File: src/verilog/atw_defs.svh
// Purpose: constants for the asynchronous timer waveform unit
// Assumes: byte addressed apb, one 32-bit word per register
// Notes: offsets other than control a sit on the following words
//
// How it works
// - tick source is system clock unless async select
// - async select releases both oscillator pins
// - prescaler gives 1,8,32,64,128,256,1024 or stop
// - prescaler reset bit clears prescaler phase
// - nonzero output mode overrides pin port function
// - non-pwm: disconnect, toggle, clear, set on match
// - fast pwm a: toggle if top select, clear/set
// - fast pwm b: 01 reserved, clear/set at bottom
// - phase pwm a: direction dependent clear/set, toggle
// - phase pwm b: 01 reserved, direction dependent
// - compare equal top: act at top instead
// - control a bits 3:2 read zero
// - waveform mode codes select operating mode
// - top is max or compare a by mode
// - compare update and overflow point by mode
// - clock select codes map stop through 1024
// - async writes land after two oscillator edges
`ifndef ATW_DEFS_SVH
`define ATW_DEFS_SVH
// ====================================================
// register offsets
`define ATW_OFS_CTRL_A 8'hb0
`define ATW_OFS_CTRL_B 8'hb4
`define ATW_OFS_COUNT 8'hb8
`define ATW_OFS_CMP_A 8'hbc
`define ATW_OFS_CMP_B 8'hc0
`define ATW_OFS_ASYNC 8'hc4
`define ATW_OFS_GTC 8'hc8
`define ATW_OFS_ISR 8'hcc
`define ATW_OFS_IMR 8'hd0
// ====================================================
// fields and reset values
`define ATW_CTRL_A_WMASK 8'hf3
`define ATW_CB_FOC_A 7
`define ATW_CB_FOC_B 6
`define ATW_ASYNC_SEL_BIT 5
`define ATW_PSR_BIT 1
`define ATW_REG_RESET 8'h00
`define ATW_MAX 8'hff
`define ATW_BOTTOM 8'h00
// temp register index, also async status bit position
`define ATW_IDX_CTRL_B 0
`define ATW_IDX_CTRL_A 1
`define ATW_IDX_CMP_B 2
`define ATW_IDX_CMP_A 3
`define ATW_IDX_COUNT 4
// ====================================================
// timing
`define ATW_OSC_SETTLE_EDGES 2'h2
`endif

File: src/verilog/atw_pkg.sv
// Purpose: types for the asynchronous timer waveform unit
// Assumes: nothing
// Notes: reserved waveform codes fall back to plain counting
package atw_pkg;
   typedef enum logic [2:0] {
      mode_normal,
      mode_phase,
      mode_clear_on_match,
      mode_fast,
      mode_rsvd
   } atw_mode_type;
endpackage

File: src/verilog/atw_timer.sv
// Purpose: 8-bit timer with two compare waveform outputs behind apb
// Assumes: oscillator pin is sampled as a synchronous input
// Notes: one clock domain, oscillator edges become enables
`timescale 1ns/1ps
`include "atw_defs.svh"
module atw_timer (
   // clock and reset
   input wire logic i_clock,
   input wire logic i_rst_b,
   // apb slave
   input wire logic i_psel,
   input wire logic i_penable,
   input wire logic i_pwrite,
   input wire logic [7:0] i_paddr,
   input wire logic [31:0] i_pwdata,
   output logic [31:0] o_prdata,
   output logic o_pready,
   output logic o_pslverr,
   // oscillator pin
   input wire logic i_osc_in_pin,
   output logic o_osc_pins_released,
   // waveform pins
   output logic o_wave_out_a,
   output logic o_wave_out_b,
   output logic o_wave_a_override,
   output logic o_wave_b_override,
   // interrupt
   output logic o_irq
);
   // ====================================================
   // apb handshake
   logic pready_q;
   logic pslverr_q;
   logic [31:0] prdata_q;
   wire req_phase = i_psel & i_penable & ~pready_q;
   wire acc_done = i_psel & i_penable & pready_q;
   wire wr_en = acc_done & i_pwrite;
   wire hit_ctrl_a = (i_paddr == `ATW_OFS_CTRL_A);
   wire hit_ctrl_b = (i_paddr == `ATW_OFS_CTRL_B);
   wire hit_count = (i_paddr == `ATW_OFS_COUNT);
   wire hit_cmp_a = (i_paddr == `ATW_OFS_CMP_A);
   wire hit_cmp_b = (i_paddr == `ATW_OFS_CMP_B);
   wire hit_async = (i_paddr == `ATW_OFS_ASYNC);
   wire hit_gtc = (i_paddr == `ATW_OFS_GTC);
   wire hit_isr = (i_paddr == `ATW_OFS_ISR);
   wire hit_imr = (i_paddr == `ATW_OFS_IMR);
   wire hit_any = hit_ctrl_a | hit_ctrl_b | hit_count | hit_cmp_a | hit_cmp_b |
      hit_async | hit_gtc | hit_isr | hit_imr;
   // ====================================================
   // state
   logic [7:0] ctrl_a_q;
   logic [3:0] ctrl_b_q;
   logic [7:0] cnt_q;
   logic [7:0] cmp_a_buf_q;
   logic [7:0] cmp_b_buf_q;
   logic [7:0] cmp_a_q;
   logic [7:0] cmp_b_q;
   logic async_q;
   logic [9:0] pre_q;
   logic dir_up_q;
   logic block_q;
   logic [2:0] isr_q;
   logic [2:0] imr_q;
   logic irq_q;
   logic osc_s1_q;
   logic osc_s2_q;
   logic osc_s3_q;
   logic ovr_a_q;
   logic ovr_b_q;
   logic rel_q;
   wire [4:0] wr_hit = {hit_count, hit_cmp_a, hit_cmp_b, hit_ctrl_a, hit_ctrl_b} &
      {5{wr_en}};
   wire [4:0] commit_w;
   wire [4:0] busy_w;
   wire [7:0] commit_val_w [5];
   // ====================================================
   // oscillator edge
   // one extra stage keeps the edge detector off the first flop
   wire osc_rise = osc_s2_q & ~osc_s3_q;
   wire src_tick = async_q ? osc_rise : 1'b1;
   // ====================================================
   // mode decode
   wire [2:0] cs = ctrl_b_q[2:0];
   wire top_sel = ctrl_b_q[3];
   wire [2:0] wgm = {top_sel, ctrl_a_q[1:0]};
   atw_pkg::atw_mode_type mode;
   assign mode = (wgm == 3'h0) ? atw_pkg::mode_normal :
      (wgm == 3'h1 || wgm == 3'h5) ? atw_pkg::mode_phase :
      (wgm == 3'h2) ? atw_pkg::mode_clear_on_match :
      (wgm == 3'h3 || wgm == 3'h7) ? atw_pkg::mode_fast : atw_pkg::mode_rsvd;
   wire is_phase = (mode == atw_pkg::mode_phase);
   wire is_fast = (mode == atw_pkg::mode_fast);
   wire non_pwm = ~is_phase & ~is_fast;
   wire [7:0] top = (wgm == 3'h2 || wgm == 3'h5 || wgm == 3'h7) ? cmp_a_q : `ATW_MAX;
   wire at_top = (cnt_q == top);
   wire at_bottom = (cnt_q == `ATW_BOTTOM);
   // ====================================================
   // prescaler taps
   // clock select mapping
   wire tap_sel = (cs == 3'h1) ? 1'b1 :
      (cs == 3'h2) ? &pre_q[2:0] :
      (cs == 3'h3) ? &pre_q[4:0] :
      (cs == 3'h4) ? &pre_q[5:0] :
      (cs == 3'h5) ? &pre_q[6:0] :
      (cs == 3'h6) ? &pre_q[7:0] :
      (cs == 3'h7) ? &pre_q[9:0] : 1'b0;
   wire tick = src_tick & tap_sel;
   wire psr_wr = wr_en & hit_gtc & i_pwdata[`ATW_PSR_BIT];
   // ====================================================
   // temporary registers for the oscillator domain
   genvar gi;
   generate
      for (gi = 0; gi < 5; gi = gi + 1) begin : g_tmp
         logic [7:0] tmp_q;
         logic pend_q;
         logic [1:0] edge_q;
         wire last_edge = pend_q & osc_rise & (edge_q == `ATW_OSC_SETTLE_EDGES - 2'h1);
         // hold then land after two edges
         always_ff @(posedge i_clock or negedge i_rst_b) begin
            if (!i_rst_b) begin
               tmp_q <= 8'h00;
               pend_q <= 1'b0;
               edge_q <= 2'h0;
            end else if (wr_hit[gi] && async_q) begin
               tmp_q <= i_pwdata[7:0];
               pend_q <= 1'b1;
               edge_q <= 2'h0;
            end else if (last_edge) begin
               pend_q <= 1'b0;
            end else if (pend_q && osc_rise) begin
               edge_q <= edge_q + 2'h1;
            end
         end
         assign commit_w[gi] = (wr_hit[gi] & ~async_q) | last_edge;
         assign commit_val_w[gi] = last_edge ? tmp_q : i_pwdata[7:0];
         assign busy_w[gi] = pend_q;
      end
   endgenerate
   // ====================================================
   // apb bus flops
   wire [7:0] rd_byte = hit_ctrl_a ? ctrl_a_q :
      hit_ctrl_b ? {4'h0, ctrl_b_q} :
      hit_count ? cnt_q :
      hit_cmp_a ? cmp_a_buf_q :
      hit_cmp_b ? cmp_b_buf_q :
      hit_async ? {2'b00, async_q, busy_w} :
      hit_isr ? {5'h00, isr_q} :
      hit_imr ? {5'h00, imr_q} : 8'h00;
   always_ff @(posedge i_clock or negedge i_rst_b) begin
      if (!i_rst_b) begin
         pready_q <= 1'b0;
         pslverr_q <= 1'b0;
         prdata_q <= 32'h0000_0000;
      end else begin
         pready_q <= req_phase;
         if (req_phase) begin
            pslverr_q <= ~hit_any;
            prdata_q <= {24'h00_0000, rd_byte};
         end
      end
   end
   // ====================================================
   // control registers
   wire force_a = commit_w[`ATW_IDX_CTRL_B] & commit_val_w[`ATW_IDX_CTRL_B][`ATW_CB_FOC_A] &
      non_pwm;
   wire force_b = commit_w[`ATW_IDX_CTRL_B] & commit_val_w[`ATW_IDX_CTRL_B][`ATW_CB_FOC_B] &
      non_pwm;
   always_ff @(posedge i_clock or negedge i_rst_b) begin
      if (!i_rst_b) begin
         ctrl_a_q <= `ATW_REG_RESET;
         ctrl_b_q <= 4'h0;
         async_q <= 1'b0;
         imr_q <= 3'h0;
      end else begin
         if (commit_w[`ATW_IDX_CTRL_A])
            ctrl_a_q <= commit_val_w[`ATW_IDX_CTRL_A] & `ATW_CTRL_A_WMASK;
         if (commit_w[`ATW_IDX_CTRL_B])
            ctrl_b_q <= commit_val_w[`ATW_IDX_CTRL_B][3:0];
         if (wr_en && hit_async)
            async_q <= i_pwdata[`ATW_ASYNC_SEL_BIT];
         if (wr_en && hit_imr)
            imr_q <= i_pwdata[2:0];
      end
   end
   // ====================================================
   // compare buffers
   // update point by mode; non-pwm lags one clock
   wire cmp_upd = non_pwm | (tick & at_top);
   always_ff @(posedge i_clock or negedge i_rst_b) begin
      if (!i_rst_b) begin
         cmp_a_buf_q <= 8'h00;
         cmp_b_buf_q <= 8'h00;
         cmp_a_q <= 8'h00;
         cmp_b_q <= 8'h00;
      end else begin
         if (commit_w[`ATW_IDX_CMP_A])
            cmp_a_buf_q <= commit_val_w[`ATW_IDX_CMP_A];
         if (commit_w[`ATW_IDX_CMP_B])
            cmp_b_buf_q <= commit_val_w[`ATW_IDX_CMP_B];
         if (cmp_upd) begin
            cmp_a_q <= cmp_a_buf_q;
            cmp_b_q <= cmp_b_buf_q;
         end
      end
   end
   // ====================================================
   // prescaler and counter
   // eight bit count wraps from top to bottom, or turns at top and bottom in phase mode
   wire [7:0] cnt_inc = cnt_q + 8'h01;
   wire [7:0] cnt_dec = cnt_q - 8'h01;
   always_ff @(posedge i_clock or negedge i_rst_b) begin
      if (!i_rst_b) begin
         pre_q <= 10'h000;
      end else if (psr_wr) begin
         pre_q <= 10'h000;
      end else if (src_tick) begin
         pre_q <= pre_q + 10'h001;
      end
   end
   always_ff @(posedge i_clock or negedge i_rst_b) begin
      if (!i_rst_b) begin
         cnt_q <= `ATW_BOTTOM;
         dir_up_q <= 1'b1;
         block_q <= 1'b0;
      end else if (commit_w[`ATW_IDX_COUNT]) begin
         cnt_q <= commit_val_w[`ATW_IDX_COUNT];
         block_q <= 1'b1;
      end else if (tick) begin
         block_q <= 1'b0;
         if (!is_phase) begin
            cnt_q <= at_top ? `ATW_BOTTOM : cnt_inc;
         end else if (dir_up_q) begin
            dir_up_q <= ~at_top;
            cnt_q <= at_top ? (at_bottom ? `ATW_BOTTOM : cnt_dec) : cnt_inc;
         end else begin
            dir_up_q <= at_bottom;
            cnt_q <= at_bottom ? cnt_inc : cnt_dec;
         end
      end
   end
   // ====================================================
   // events and interrupt
   // overflow point by mode
   wire ovf_ev = tick & (is_phase ? (at_bottom & ~dir_up_q) :
      (wgm == 3'h7) ? at_top : (cnt_q == `ATW_MAX));
   wire match_a = tick & ~block_q & (cnt_q == cmp_a_q);
   wire match_b = tick & ~block_q & (cnt_q == cmp_b_q);
   wire [2:0] isr_clr = (wr_en && hit_isr) ? i_pwdata[2:0] : 3'h0;
   // set wins over a clear in the same cycle
   wire [2:0] isr_d = (isr_q & ~isr_clr) | {match_b, match_a, ovf_ev};
   always_ff @(posedge i_clock or negedge i_rst_b) begin
      if (!i_rst_b) begin
         isr_q <= 3'h0;
         irq_q <= 1'b0;
      end else begin
         isr_q <= isr_d;
         irq_q <= |(isr_q & imr_q);
      end
   end
   // ====================================================
   // waveform channels
   wire [1:0] com_w [2];
   wire [7:0] ocr_w [2];
   wire [1:0] match_w = {match_b, match_a};
   wire [1:0] force_w = {force_b, force_a};
   wire [1:0] wave_w;
   assign com_w[0] = ctrl_a_q[7:6];
   assign com_w[1] = ctrl_a_q[5:4];
   assign ocr_w[0] = cmp_a_q;
   assign ocr_w[1] = cmp_b_q;
   wire bottom_ev = tick & at_bottom;
   generate
      for (gi = 0; gi < 2; gi = gi + 1) begin : g_wave
         logic wave_q;
         logic wave_d;
         // only channel a may toggle in pwm, and only with top select
         wire tog_ok = (gi == 0) & top_sel;
         // compare at top acts as up-count event
         wire spec = com_w[gi][1] & (ocr_w[gi] == top);
         wire up = dir_up_q | spec;
         always_comb begin
            wave_d = wave_q;
            if (non_pwm) begin
               if (match_w[gi] || force_w[gi]) begin
                  case (com_w[gi])
                     2'b01: wave_d = ~wave_q;
                     2'b10: wave_d = 1'b0;
                     2'b11: wave_d = 1'b1;
                     default: wave_d = wave_q;
                  endcase
               end
            end else if (is_fast) begin
               if (match_w[gi]) begin
                  case (com_w[gi])
                     2'b01: wave_d = tog_ok ? ~wave_q : wave_q;
                     2'b10: wave_d = 1'b0;
                     2'b11: wave_d = 1'b1;
                     default: wave_d = wave_q;
                  endcase
               end else if (bottom_ev && com_w[gi][1]) begin
                  wave_d = ~com_w[gi][0];
               end
            end else begin
               if (match_w[gi]) begin
                  case (com_w[gi])
                     2'b01: wave_d = tog_ok ? ~wave_q : wave_q;
                     2'b10: wave_d = ~up;
                     2'b11: wave_d = up;
                     default: wave_d = wave_q;
                  endcase
               end
            end
         end
         always_ff @(posedge i_clock or negedge i_rst_b) begin
            if (!i_rst_b) begin
               wave_q <= 1'b0;
            end else begin
               wave_q <= wave_d;
            end
         end
         assign wave_w[gi] = wave_q;
      end
   endgenerate
   // ====================================================
   // pin control flops
   always_ff @(posedge i_clock or negedge i_rst_b) begin
      if (!i_rst_b) begin
         osc_s1_q <= 1'b0;
         osc_s2_q <= 1'b0;
         osc_s3_q <= 1'b0;
         ovr_a_q <= 1'b0;
         ovr_b_q <= 1'b0;
         rel_q <= 1'b0;
      end else begin
         osc_s1_q <= i_osc_in_pin;
         osc_s2_q <= osc_s1_q;
         osc_s3_q <= osc_s2_q;
         ovr_a_q <= |ctrl_a_q[7:6];
         ovr_b_q <= |ctrl_a_q[5:4];
         rel_q <= async_q;
      end
   end
   // ====================================================
   // outputs
   assign o_prdata = prdata_q;
   assign o_pready = pready_q;
   assign o_pslverr = pslverr_q;
   assign o_wave_out_a = wave_w[0];
   assign o_wave_out_b = wave_w[1];
   assign o_wave_a_override = ovr_a_q;
   assign o_wave_b_override = ovr_b_q;
   assign o_osc_pins_released = rel_q;
   assign o_irq = irq_q;
endmodule // atw_timer

File: config.mk
export PLATFORM = sky130hd
export DESIGN_NAME = atw_timer
export DESIGN_NICKNAME = d
export VERILOG_FILES = /design/src/verilog/atw_pkg.sv /design/src/verilog/atw_timer.sv
export VERILOG_INCLUDE_DIRS = /design/src /design/src/verilog
export SDC_FILE = /design/constraint.sdc
export NUM_CORES = 1
export LEC_CHECK = 0
export BUFFER_PORTS_ARGS = -buffer_cell sky130_fd_sc_hd__buf_2
export CORE_ASPECT_RATIO = 2
export CORE_MARGIN = 4
export CORE_UTILIZATION = 45
export DETAILED_ROUTE_END_ITERATION = 10
export GPL_TIMING_DRIVEN = 1
export PLACE_DENSITY_LB_ADDON = 0.3
export SYNTH_ARGS = -nofsm -noshare
export SYNTH_HDL_FRONTEND = slang
export SYNTH_SLANG_ARGS = --single-unit
File: constraint.sdc
create_clock -name i_clock -period 8 [get_ports i_clock]
set_clock_uncertainty 0.2 [all_clocks]
set_input_delay 1.2 -clock i_clock [delete_from_list [all_inputs] [get_ports i_clock]]
set_output_delay 1.2 -clock i_clock [all_outputs]
set_load 0.005 [all_outputs]
Yosys cells after proc, flatten, opt, wreduce, memory -nomap -nowiden
Cells that the tools add are included.
Widths: inputs -> output; s select.

cells by class
  add/sub/neg operators = 8
  eq/ne operators = 51
  multiplexer cells = 86
  bitwise operators = 74
  reduce and logical (&&, ||, !) cells = 58

operators by type and width
  operator               count
  $mux 8                 19
  $eq 8x8->1 const B     10
  $eq 8x8->1             5
  $and 1x1->1            37
  $mux 1                 36
  $mux 2                 15
  $reduce_bool 2->1      12
  $mux 3                 7
  $mux 10                2
  $eq 3x3->1 const B     6
  $reduce_and 6->1       3
  $not 1->1              16
  $or 1x1->1             16
  $eq 3x2->1 const B     5
  $logic_and 1x1->1      15
  $eq 2x1->1 const B     7
  $ne 2x1->1 const B     7
  $ne 4x1->1 const B     3
  $pmux 1 s3             4
  $reduce_bool 3->1      4
  $add 10x1->10 const B  1
  $add 2x1->2 const B    5
  $reduce_and 10->1      1
  $reduce_and 2->1       5
  21 further kinds       36

word-level totals
  bits in registers = 143
  bits of input ports = 46
  output and inout bits = 40
  logic and storage cells = 317

Longest topological paths before layout
Gate-level depths: netlist of run 1.

  depth after elaboration = 15
  gate-level depth with buffers = 12

Worst setup path after synthesis of run 1
OpenSTA, ideal clock, no wires.

  path kind = input to register
  start point = input i_paddr[1]
  end point = register g_wave[0].wave_q (netlist: o_wave_out_a)
  library setup time = 0.125 ns
  data arrival time = 3.024 ns
  data required time = 7.675 ns
  setup slack = 4.652 ns
  cell stages on the path = 9
  buffers on the path = 2
  cells stage by stage = or3_1 clkbuf_1 nor2_1 a31o_2 clkbuf_1 and3_1 o22ai_1 o41ai_1 mux2_2

between the ends
  word-level cells in the longest chain between the ends = 9

ends and longest elaborated chain
  what                        line              text
  start: declaration          atw_timer.sv:14   input wire logic [7:0] i_paddr,
  $eq 8x8->1 (no line)        --
  $and 5x5->5                 atw_timer.sv:71   wire [4:0] wr_hit = {hit_count, hit_cmp_a, hit_cmp_b, hit_ctrl_a, hit_ctrl_b} &
  $and 1x1->1                 atw_timer.sv:134  assign commit_w[gi] = (wr_hit[gi] & ~async_q) | last_edge;
  $or 1x1->1                  atw_timer.sv:134
  $and 1x1->1 (2 in a row)    atw_timer.sv:164  wire force_a = commit_w[`ATW_IDX_CTRL_B] & commit_val_w[`ATW_IDX_CTRL_B][`ATW_CB_FOC_A] &
  $logic_or 1x1->1            atw_timer.sv:284  if (match_w[gi] || force_w[gi]) begin
  $ne 2x1->1 (no line)        --
  $reduce_and 6->1 (no line)  --
  end signal: assignment      atw_timer.sv:318  wave_q <= wave_d;
  end: declaration            atw_timer.sv:274  logic wave_q;

No other way between the ends.
A chain may end at the register's enable or synchronous reset.

Final worst setup path of run 1
  start point = register ctrl_a_q[0]
  end point = register cmp_b_q[1]

between the ends
  word-level cells in the longest chain between the ends = 10
  elaborated cells between the ends (all ways) = 23
  classes of those cells = 8 x eq/ne; 5 x mux; 5 x bitwise; 5 x reduce/logical

ends and longest elaborated chain
  what                                             line                              text
  start: declaration                               atw_timer.sv:51                   logic [7:0] ctrl_a_q;
  start signal: assignment                         atw_timer.sv:170                  ctrl_a_q <= `ATW_REG_RESET;
  start signal: assignment                         atw_timer.sv:176                  ctrl_a_q <= commit_val_w[`ATW_IDX_CTRL_A] & `ATW_CTRL_A_WMASK;
  $eq 3x2->1 / $eq 3x3->1 (equally long branches)  atw_timer.sv:90, atw_timer.sv:94
  $logic_or 1x1->1                                 atw_timer.sv:90                   (wgm == 3'h3 || wgm == 3'h7) ? atw_pkg::mode_fast : atw_pkg::mode_rsvd;
  $mux 3                                           atw_timer.sv:90
  $mux 3                                           atw_timer.sv:89                   (wgm == 3'h2) ? atw_pkg::mode_clear_on_match :
  $mux 3                                           atw_timer.sv:88                   (wgm == 3'h1 || wgm == 3'h5) ? atw_pkg::mode_phase :
  $mux 3                                           atw_timer.sv:87                   assign mode = (wgm == 3'h0) ? atw_pkg::mode_normal :
  $eq 3x1->1 / $eq 3x2->1 (equally long branches)  atw_timer.sv:91, atw_timer.sv:92
  $not 1->1                                        atw_timer.sv:93                   wire non_pwm = ~is_phase & ~is_fast;
  $and 1x1->1                                      atw_timer.sv:93
  $or 1x1->1 (*)                                   atw_timer.sv:188                  wire cmp_upd = non_pwm | (tick & at_top);
  end signal: assignment                           atw_timer.sv:202                  cmp_b_q <= cmp_b_buf_q;
  end: declaration                                 atw_timer.sv:57                   logic [7:0] cmp_b_q;

Every way passes the cells marked *; elsewhere a longest branch is shown, timed or not.

==> impl_metrics.toml, run 1 <==
[cts]
ctsResizeCount = 0
clk_latency_ns = 0.42
root_buffer = "clkbuf_16"
cts.path.max_buffers = 2
path_clk_slew_ns = 0.06
cts_buffers = 17
cts_tree = "done"
cts_setup_buffers = 0
hold_buffers = 0
h-tree-depth = 4
cts_sinks = 139

[yosys]
syn_area_per_cell_um2 = 9.637
yosys.area_share.simple_pct = 15.56
synth_top_area_cell = "dfrtp_1"
synth_top_family_by_area = "compound AO/OA/AOI/OAI gates"
synth_xor_area_share_pct = 3.325
seq_area_frac_synth_pct = 44.03
synthTopCellsByArea = "dfrtp_1 (44%), mux2_2 (8.0%), mux2i_1 (4.2%), nor2_1 (3.8%), nand2_1 (3.7%)"
synth_edf_count = 0
async_reset_ff_share_pct = 100.0
ys_ff_latch = 139
ys_warn_count = 0
synth.top_cell.area_share_pct = 43.70
synth_cells = 820
synth_compound_area_share_pct = 15.90
synthFlopType = "dfrtp_1"
synth_cell_types = 68
synthAdderAreaFrac_pct = 2.692
synthMuxAreaShare_pct = 12.16
synth_area_um2 = 7903

[power]
leakage_nw = 4.124
pwr_density_cell_nw_per_um2 = 337.9
p_total_mw = 2.953
ir_drop_v = 0.0001737

[floorplan]
ios = 86
core_um2 = 17270
dieArea_um2 = 19870
row_count = 68
die_w_um = 101.7
initial_utilization_pct = 45.75
die_h_um = 195.4

[placement]
gp_routability_congestion = 0.9253
dpl.hpwl_um = 16010
place_area_um2 = 8105
io_buffers = 37

[run]
max-cap-violations = 0

[sta]
tightest_slew_ns = 1.114
fin_setup_tns_ns = 0
period_share_pct = 46.86
layout_min_cycle_time_ns = 3.749
hold_viol = 0
setup_violations = 0
relSlewSlack_pct = 25.07
finalMaxSlewViolations = 0
fmax_ghz = 0.2668
hold_ws_ns = 0.1511
rsz0062_at_grt = "false"

[layout]
syn_to_final_growth_pct = 10.59
layout-drive-gt1-share_pct = 16.23
final_cell_mix = "dfrtp_1 (138), nor2_1 (80), nand2_1 (77), mux2_2 (56), a21oi_1 (48)"
n_antenna_cell = 0
final_nets = 895
final_common_cell = "dfrtp_1"
stdcell_area_um2 = 8740

[global_route]
grt_pass1_vias = 6296
grt_max_degree = 73
grt_first_pass_wirelength_um = 34200
antenna_found_initial = 0
grt_overflow = 0
grt_usage_pct = 22.74

[critical_path]
end_kind = "flip-flop"
rr_startpoint = "ctrl_a_q[0]$_DFFE_PN0P_"
critPathRequiredTime_ns = 8.10
crit_start = "ctrl_a_q[0]$_DFFE_PN0P_"
critPathMaxStageDelay_ns = 0.76
reg2reg_to = "cmp_b_q[1]$_DFFE_PN0P_"
crit_chain = "or3b_1 -> nand2_1 -> nand4_1 -> a2111o_1 -> o21ai_2 -> mux2_2"
cp_num_cells = 6
path_class = "flip-flop to flip-flop"
cp_max_fo = 22
cp_data_arrival_time_ns = 3.85
r2r_cells = 6
crit_slowest_cell = "o21ai_2"
regToRegSetupSlack_ns = 4.25
crit_path_start_kind = "flip-flop"
cp_num_buf_inv = 0
crit_family = "compound AO/OA/AOI/OAI gates"

[routing]
drtPass1Iterations = 5
via_count = 6312
drt-total-wl_um = 21900
viasPerCell = 5.989
antenna_left = 0
drcViolationCount = 0
wire_per_inst_um = 20.78
drt-initial-drc-count = 521

[worst_hold_path]
min_from = "osc_s1_q$_DFF_PN0_"
min_path_cells = 0
hold_path_end = "osc_s2_q$_DFF_PN0_"
min_path_type = "flip-flop to flip-flop"

[outcome]
outcome = "completed"
## where the power goes
part	total, mW	switching (mW)	internal, mW	leakage, nW
Clock	0.861	0.294	0.568	0.305
Combinational	0.878	0.481	0.397	2.08
Sequential	1.21	0.327	0.887	1.74
Total	2.95	1.10	1.85	4.12
## sequential cells by signal, summed over array words and instances, names as in the netlist, 6 cells and up
register / cells
cmp_b_q: 8
cmp_b_buf_q: 8
ctrl_a_q: 6
g_tmp.edge_q: 10
o_prdata: 8
cmp_a_buf_q: 8
cmp_a_q: 8
pre_q: 10
cnt_q: 8
g_tmp.tmp_q: 36
## worst register-to-register path: cells and delay by family (launching register included)
kind	cells	cell delay, ns
compound gates	2	1.41
flops	1	0.58
mux	1	0.43
simple gates	3	1.03
## cell type report
| type | instances | area, µm² |
|---|---|---|
| inverter | 31 | 116.4 |
| tap | 210 | 262.8 |
| clock inverter | 7 | 162.7 |
| timing repair buffer | 42 | 229.0 |
| fill | 1608 | 8532 |
| multi-input combinational | 601 | 4018 |
| clock buffer | 24 | 471.7 |
| sequential | 139 | 3480 |
## stage by stage
stage               instances  utilization, %  worst slack (ns)
floorplan                 843               -             4.652
global placement         1023           46.93             4.162
detailed placement       1023           46.93             4.183
CTS                      1054           50.60             4.276
global route             1054           50.60             4.108
finish                   1054           50.60             4.251
## cells in the mapped netlist (4+ instances only)
| master | n |
|---|---|
| and2_1 | 7 |
| a22oi_1 | 16 |
| xnor2_1 | 24 |
| inv_1 | 31 |
| a21oi_1 | 48 |
| clkbuf_1 | 42 |
| ha_1 | 17 |
| o221ai_1 | 5 |
| and3_1 | 11 |
| o211ai_1 | 8 |
| nand4_1 | 15 |
| nor3_1 | 16 |
| dfrtp_1 | 138 |
| buf_4 | 25 |
| nand2_1 | 77 |
| o21ai_0 | 34 |
| mux2i_1 | 33 |
| a211oi_1 | 4 |
| nor2_1 | 80 |
| o22ai_1 | 4 |
| a31oi_1 | 9 |
| a221oi_1 | 7 |
| or3_1 | 5 |
| xor2_1 | 6 |
| a22o_1 | 4 |
| a222oi_1 | 4 |
| nand3_1 | 18 |
| mux2_2 | 56 |
| a21o_1 | 7 |
## routing by layer
layer	vias up	GRT usage [%]	wire length [µm]
met4	0	14.30	1298
li1	2922	-	-
met2	231	39.60	11670
met5	-	0	0
met3	70	3.826	947
met1	3089	24.87	7976
## worst max path at each step
| stage | end | slack (ns) |
|---|---|---|
| floorplan | o_wave_out_a$_DFFE_PN0P_ | 4.65 |
| global route | cmp_b_q[7]$_DFFE_PN0P_ | 4.11 |
| CTS | cmp_b_q[1]$_DFFE_PN0P_ | 4.28 |
| finish | cmp_b_q[1]$_DFFE_PN0P_ | 4.25 |
| global placement | cnt_q[3]$_DFFE_PN0P_ | 4.16 |
| detailed placement | cnt_q[3]$_DFFE_PN0P_ | 4.18 |
## cells by family after synthesis
kind of cell,Yosys count
DFF,139
AOI/OAI and AO/OA,183
xor gates and xnor gates,30
other,1
adders and majority gates,17
and+or+nand+nor,258
buffers and inverters,103
muxes,89
Note: power is estimated with default switching activity, not from simulation.
==> run 2, diff against run 1 <==
Clock period 8 ns to 3.3 ns, I/O delays scaled along.
==> run 2 against run 1 <==
First-iteration DRC count fell by 25%; critical path type unchanged; maximum frequency is 19% higher; highest routed layer unchanged; cell count grew 3.2%; utilization increased by 1.4 points; via count increased by 2.7%; hold slack better by 0.0048 ns; combinational power rose to 2.9 times the previous value; non-clock buffer count is 33 higher; setup slack got worse by 4.1 ns; total power increased by 150%; sequential power increased by 130%; critical endpoint is now cnt_q[3]$_DFFE_PN0P_; wire length up 4.0%.
==> impl_metrics.toml, run 2 (synthesis gave the netlist of run 1 again) <==
[critical_path]
cp_num_buf_inv = 0
critPathMaxStageDelay_ns = 0.56
crit_path_start_kind = "flip-flop"
crit_family = "compound AO/OA/AOI/OAI gates"
cp_data_arrival_time_ns = 3.28
cp_max_fo = 10
crit_slowest_cell = "or3b_1"
end_kind = "flip-flop"
path_class = "flip-flop to flip-flop"
critPathRequiredTime_ns = 3.44
crit_chain = "or3b_1 -> and2_4 -> o22a_1 -> a2111o_1 -> a211oi_4 -> a211oi_2 -> nor4_2"

[global_route]
grt_overflow = 0
grt_usage_pct = 23.93
grt_pass1_vias = 6476
antenna_found_initial = 0
grt_max_degree = 68
grt_first_pass_wirelength_um = 35500

[cts]
clk_latency_ns = 0.43
path_clk_slew_ns = 0.06
cts.path.max_buffers = 2
h-tree-depth = 4
cts_sinks = 139
cts_tree = "done"
cts_buffers = 17
root_buffer = "clkbuf_16"
cts_setup_buffers = 0

[sta]
rsz0062_at_grt = "false"
hold_viol = 0
finalMaxSlewViolations = 0
setup_ws_ns = 0.1580
period_share_pct = 95.21
tightest_slew_ns = 1.146
layout_min_cycle_time_ns = 3.142
relSlewSlack_pct = 22.92
hold_ws_ns = 0.1559
fmax_ghz = 0.3183
setup_violations = 0
fin_setup_tns_ns = 0

[placement]
dp.cells = 1054
dp_slack_ns = 0.1693
gp_routability_congestion = 0.9411
dpl.hpwl_um = 17240
io_buffers = 37

[routing]
drcViolationCount = 0
wire_per_inst_um = 20.92
antenna_left = 0
drt-initial-drc-count = 389
via_count = 6484
drtPass1Iterations = 6
drt-total-wl_um = 22770
viasPerCell = 5.960

[layout]
seq_area_um2 = 3480
num-fill-cells = 1624
n_antenna_cell = 0
largest_reg_flops = 36
final_cell_mix = "dfrtp_1 (138), nor2_1 (80), nand2_1 (77), mux2_2 (56), a21oi_1 (48)"
final_cells = 1088
final_nets = 928
multi_input_area_um2 = 4013
layout-drive-gt1-share_pct = 19.59
registers.top_by_ff_count = "g_tmp.tmp_q"
syn_to_final_growth_pct = 13.60
top_regs = "g_tmp.tmp_q (36), g_tmp.edge_q (10), pre_q (10)"
final_common_cell = "dfrtp_1"

[worst_hold_path]
min_path_type = "flip-flop to flip-flop"

[floorplan]
die_w_um = 101.7
initial_utilization_pct = 45.75
ios = 86
dieArea_um2 = 19870
core_um2 = 17270
row_count = 68
die_h_um = 195.4

[run]
max-cap-violations = 0

[power]
leakage_nw = 4.285
p_total_mw = 7.263
ir_drop_v = 0.0004268
pwr_density_cell_nw_per_um2 = 809.1

[outcome]
outcome = "completed"
[run 2: changes by cell type in the layout (fill, tap and decap cells not counted), sizes merged]
cell,change
buf,+31
clkbuf,-6
clkinv,+6
dlygate4sd3,+2
inv,+3
bufinv,-2
[run 2: worst paths after layout]
path	startpoint	slack, ns	end	depth (start not counted)
setup / recovery	ctrl_b_q[3]$_DFFE_PN0N_	0.16	cnt_q[3]$_DFFE_PN0P_	7
hold / removal	osc_s1_q$_DFF_PN0_	0.16	osc_s2_q$_DFF_PN0_	0
setup reg to reg	ctrl_b_q[3]$_DFFE_PN0N_	0.16	cnt_q[3]$_DFFE_PN0P_	7
hold reg to reg	osc_s1_q$_DFF_PN0_	0.16	osc_s2_q$_DFF_PN0_	0
max in group asynchronous	i_rst_b	1.76	ctrl_b_q[0]$_DFFE_PN0N_	3
min in group asynchronous	i_rst_b	0.33	cmp_a_buf_q[3]$_DFFE_PN0P_	2
[run 2: per-layer routing]
metal	GRT usage, %	vias to the layer above	wire (µm)
met5	0	-	0
met4	17.41	0	1797
met3	3.718	94	927
met2	41.25	239	12040
met1	25.65	3156	8004
li1	-	2995	-
[run 2: timing repair]
action,4_1_cts,5_1_grt
hold endpoints to repair,37,0
gates resized for setup,0,0
hold buffers,2,0
[run 2: layout make-up]
type                       instances  share of cell area, %
clock inverter                    14                  1.895
sequential                       139                  38.76
clock buffer                      18                  4.780
timing repair buffer              75                  5.645
tap                              210                  2.927
multi-input combinational        601                  44.70
inverter                          31                  1.296
[run 2: where the power goes]
group	switching (mW)	leakage [nW]	internal (mW)	total, mW
sequential	0.610	1.74	2.15	2.76
clock	0.776	0.295	1.19	1.97
combinational	1.42	2.25	1.11	2.53
[run 2: metrics by stage]
stage	cell area, µm²	util [%]
4_1_cts	8977	51.98
3_5_place_dp	8358	48.39
2_1_floorplan	7989	-
5_1_grt	8977	51.98
6_report	8977	51.98
3_3_place_gp	8358	48.39
==> run 3, diff against run 2 <==
Settings changed: CORE_MARGIN 4 to 8, CORE_UTILIZATION 45 to 54.
==> run 3 against run 2 <==
Combinational power rose by 4%; largest power group unchanged; die area fell by 4.4%; largest cell class unchanged; hold slack got worse by 0.0054 ns; critical path depth rose by 1; non-clock buffer count rose by 1; wire length rose by 3.6%.
==> impl_metrics.toml, run 3 (synthesis gave the netlist of run 1 again) <==
[cts]
clk_latency_ns = 0.42
cts_tree = "done"
cts_buffers = 17
cts_sinks = 139
h-tree-depth = 4
path_clk_slew_ns = 0.06
ctsResizeCount = 0
root_buffer = "clkbuf_16"
cts.path.max_buffers = 2

[critical_path]
rr_startpoint = "ctrl_b_q[3]$_DFFE_PN0N_"
critPathMaxStageDelay_ns = 0.58
crit_path_start_kind = "flip-flop"
end_kind = "flip-flop"
cp_data_arrival_time_ns = 3.33
cp_num_buf_inv = 1
regToRegSetupSlack_ns = 0.08
critPathRequiredTime_ns = 3.42
crit_family = "simple AND/OR/NAND/NOR gates"
crit_start = "ctrl_b_q[3]$_DFFE_PN0N_"
crit_slowest_cell = "or3b_1"
path_class = "flip-flop to flip-flop"
crit_chain = "or3b_1 -> and2_4 -> o22a_1 -> a2111o_1 -> a211oi_4 -> buf_4 -> a211oi_2 -> nor4_2"
cp_max_fo = 8

[routing]
via_count = 6661
met3_length_um = 1323
drtPass1Iterations = 5
drt-initial-drc-count = 513
drcViolationCount = 0
topRoutingLayerUsed = "met4"
wl_met1_um = 8322
viasPerCell = 6.225
wire_per_inst_um = 22.05
drt-total-wl_um = 23590
antenna_left = 0
wl_met2_um = 12310

[placement]
place_area_um2 = 8343
dp.cells = 1037
io_buffers = 37
gp_routability_congestion = 1.004
dpl.hpwl_um = 17780

[layout]
largest_reg_flops = 36
final_common_cell = "dfrtp_1"
num-fill-cells = 1200
final_cells = 1070
utilization_pct = 62.62
stdcell_area_um2 = 8987
top_regs = "g_tmp.tmp_q (36), g_tmp.edge_q (10), pre_q (10)"
layout-drive-gt1-share_pct = 19.70
n_antenna_cell = 0
registers.top_by_ff_count = "g_tmp.tmp_q"
final_cell_mix = "dfrtp_1 (138), nor2_1 (80), nand2_1 (77), mux2_2 (56), a21oi_1 (48)"
syn_to_final_growth_pct = 13.73
final_nets = 929

[power]
p_int_mw = 4.574
pwr_density_cell_nw_per_um2 = 826.9
ir_drop_v = 0.0005403
clkPwrFrac_pct = 27.1
leakage_nw = 4.294
p_sw_share_pct = 38.46
p_seq_share_pct = 37.6
comb_power_share_pct = 35.3
p_sw_mw = 2.858

[sta]
period_share_pct = 97.44
fmax_ghz = 0.3110
finalMaxSlewViolations = 0
relSlewSlack_pct = 19.30
setup_violations = 0
rsz0062_at_grt = "false"
hold_viol = 0
tightest_slew_ns = 1.200
fin_setup_tns_ns = 0
layout_min_cycle_time_ns = 3.216

[global_route]
grt_pass1_vias = 6934
grt_first_pass_wirelength_um = 37340
antenna_found_initial = 0
grt_max_degree = 83
grt_usage_pct = 25.91
grt_overflow = 0

[floorplan]
row_count = 62
die_h_um = 187.1
die_w_um = 101.5
ios = 86
core_um2 = 14350
dieArea_um2 = 19000
initial_utilization_pct = 55.07

[run]
max-cap-violations = 0

[worst_hold_path]
min_from = "osc_s1_q$_DFF_PN0_"
min_path_type = "flip-flop to flip-flop"

[outcome]
outcome = "completed"
-- run 3: final timing paths --
check,to,cells past startpoint
max,cnt_q[3]$_DFFE_PN0P_,8
min,osc_s2_q$_DFF_PN0_,0
max reg2reg,cnt_q[3]$_DFFE_PN0P_,8
min reg2reg,osc_s2_q$_DFF_PN0_,0
max in group asynchronous,dir_up_q$_DFFE_PN1P_,3
min in group asynchronous,o_prdata[7]$_DFFE_PN0P_,2
-- run 3: metrics by stage --
stage | total power, mW | hold slack (ns) | setup slack (ns)
after global routing | 7.819 | 0.1635 | 0.01955
after global placement | 5.249 | 0.1329 | 0.1924
after detailed placement | 5.360 | 0.1418 | 0.1210
after floorplan | 4.395 | -0.0005910 | 0.3439
after CTS | 7.407 | 0.1552 | 0.1033
final | 7.431 | 0.1505 | 0.08446
-- run 3: power groups by stage --
| stage | Clock [mW] | Combinational, mW | Sequential [mW] |
|---|---|---|---|
| after floorplan | 0 | 1.90 | 2.49 |
| after global placement | 0 | 2.49 | 2.76 |
| after detailed placement | 0 | 2.57 | 2.79 |
| after CTS | 2.04 | 2.60 | 2.77 |
| after global routing | 2.10 | 2.88 | 2.84 |
| final | 2.02 | 2.62 | 2.79 |
-- run 3: layout make-up --
| class | instances | area, µm² | area share, % |
|---|---|---|---|
| clock buffers | 19 | 452.9 | 5.040 |
| clock inverters | 12 | 171.4 | 1.907 |
| inverters | 31 | 116.4 | 1.295 |
| multi-input cells | 601 | 4013 | 44.65 |
| flip-flops and latches | 139 | 3480 | 38.72 |
| well taps | 192 | 240.2 | 2.673 |
| repair buffers | 76 | 514.2 | 5.722 |
-- run 3: repair_timing --
item / 4_1_cts / 5_1_grt
hold buffers: 2 / 0
setup buffers: 0 / 0
hold endpoints to repair: 81 / 0
-- run 3: layer usage --
metal / global-route usage, % / vias to the layer above
met3: 4.437 / 93
met5: 0 / -
met4: 19.53 / 0
li1: - / 2991
met2: 44.06 / 312
met1: 27.33 / 3265
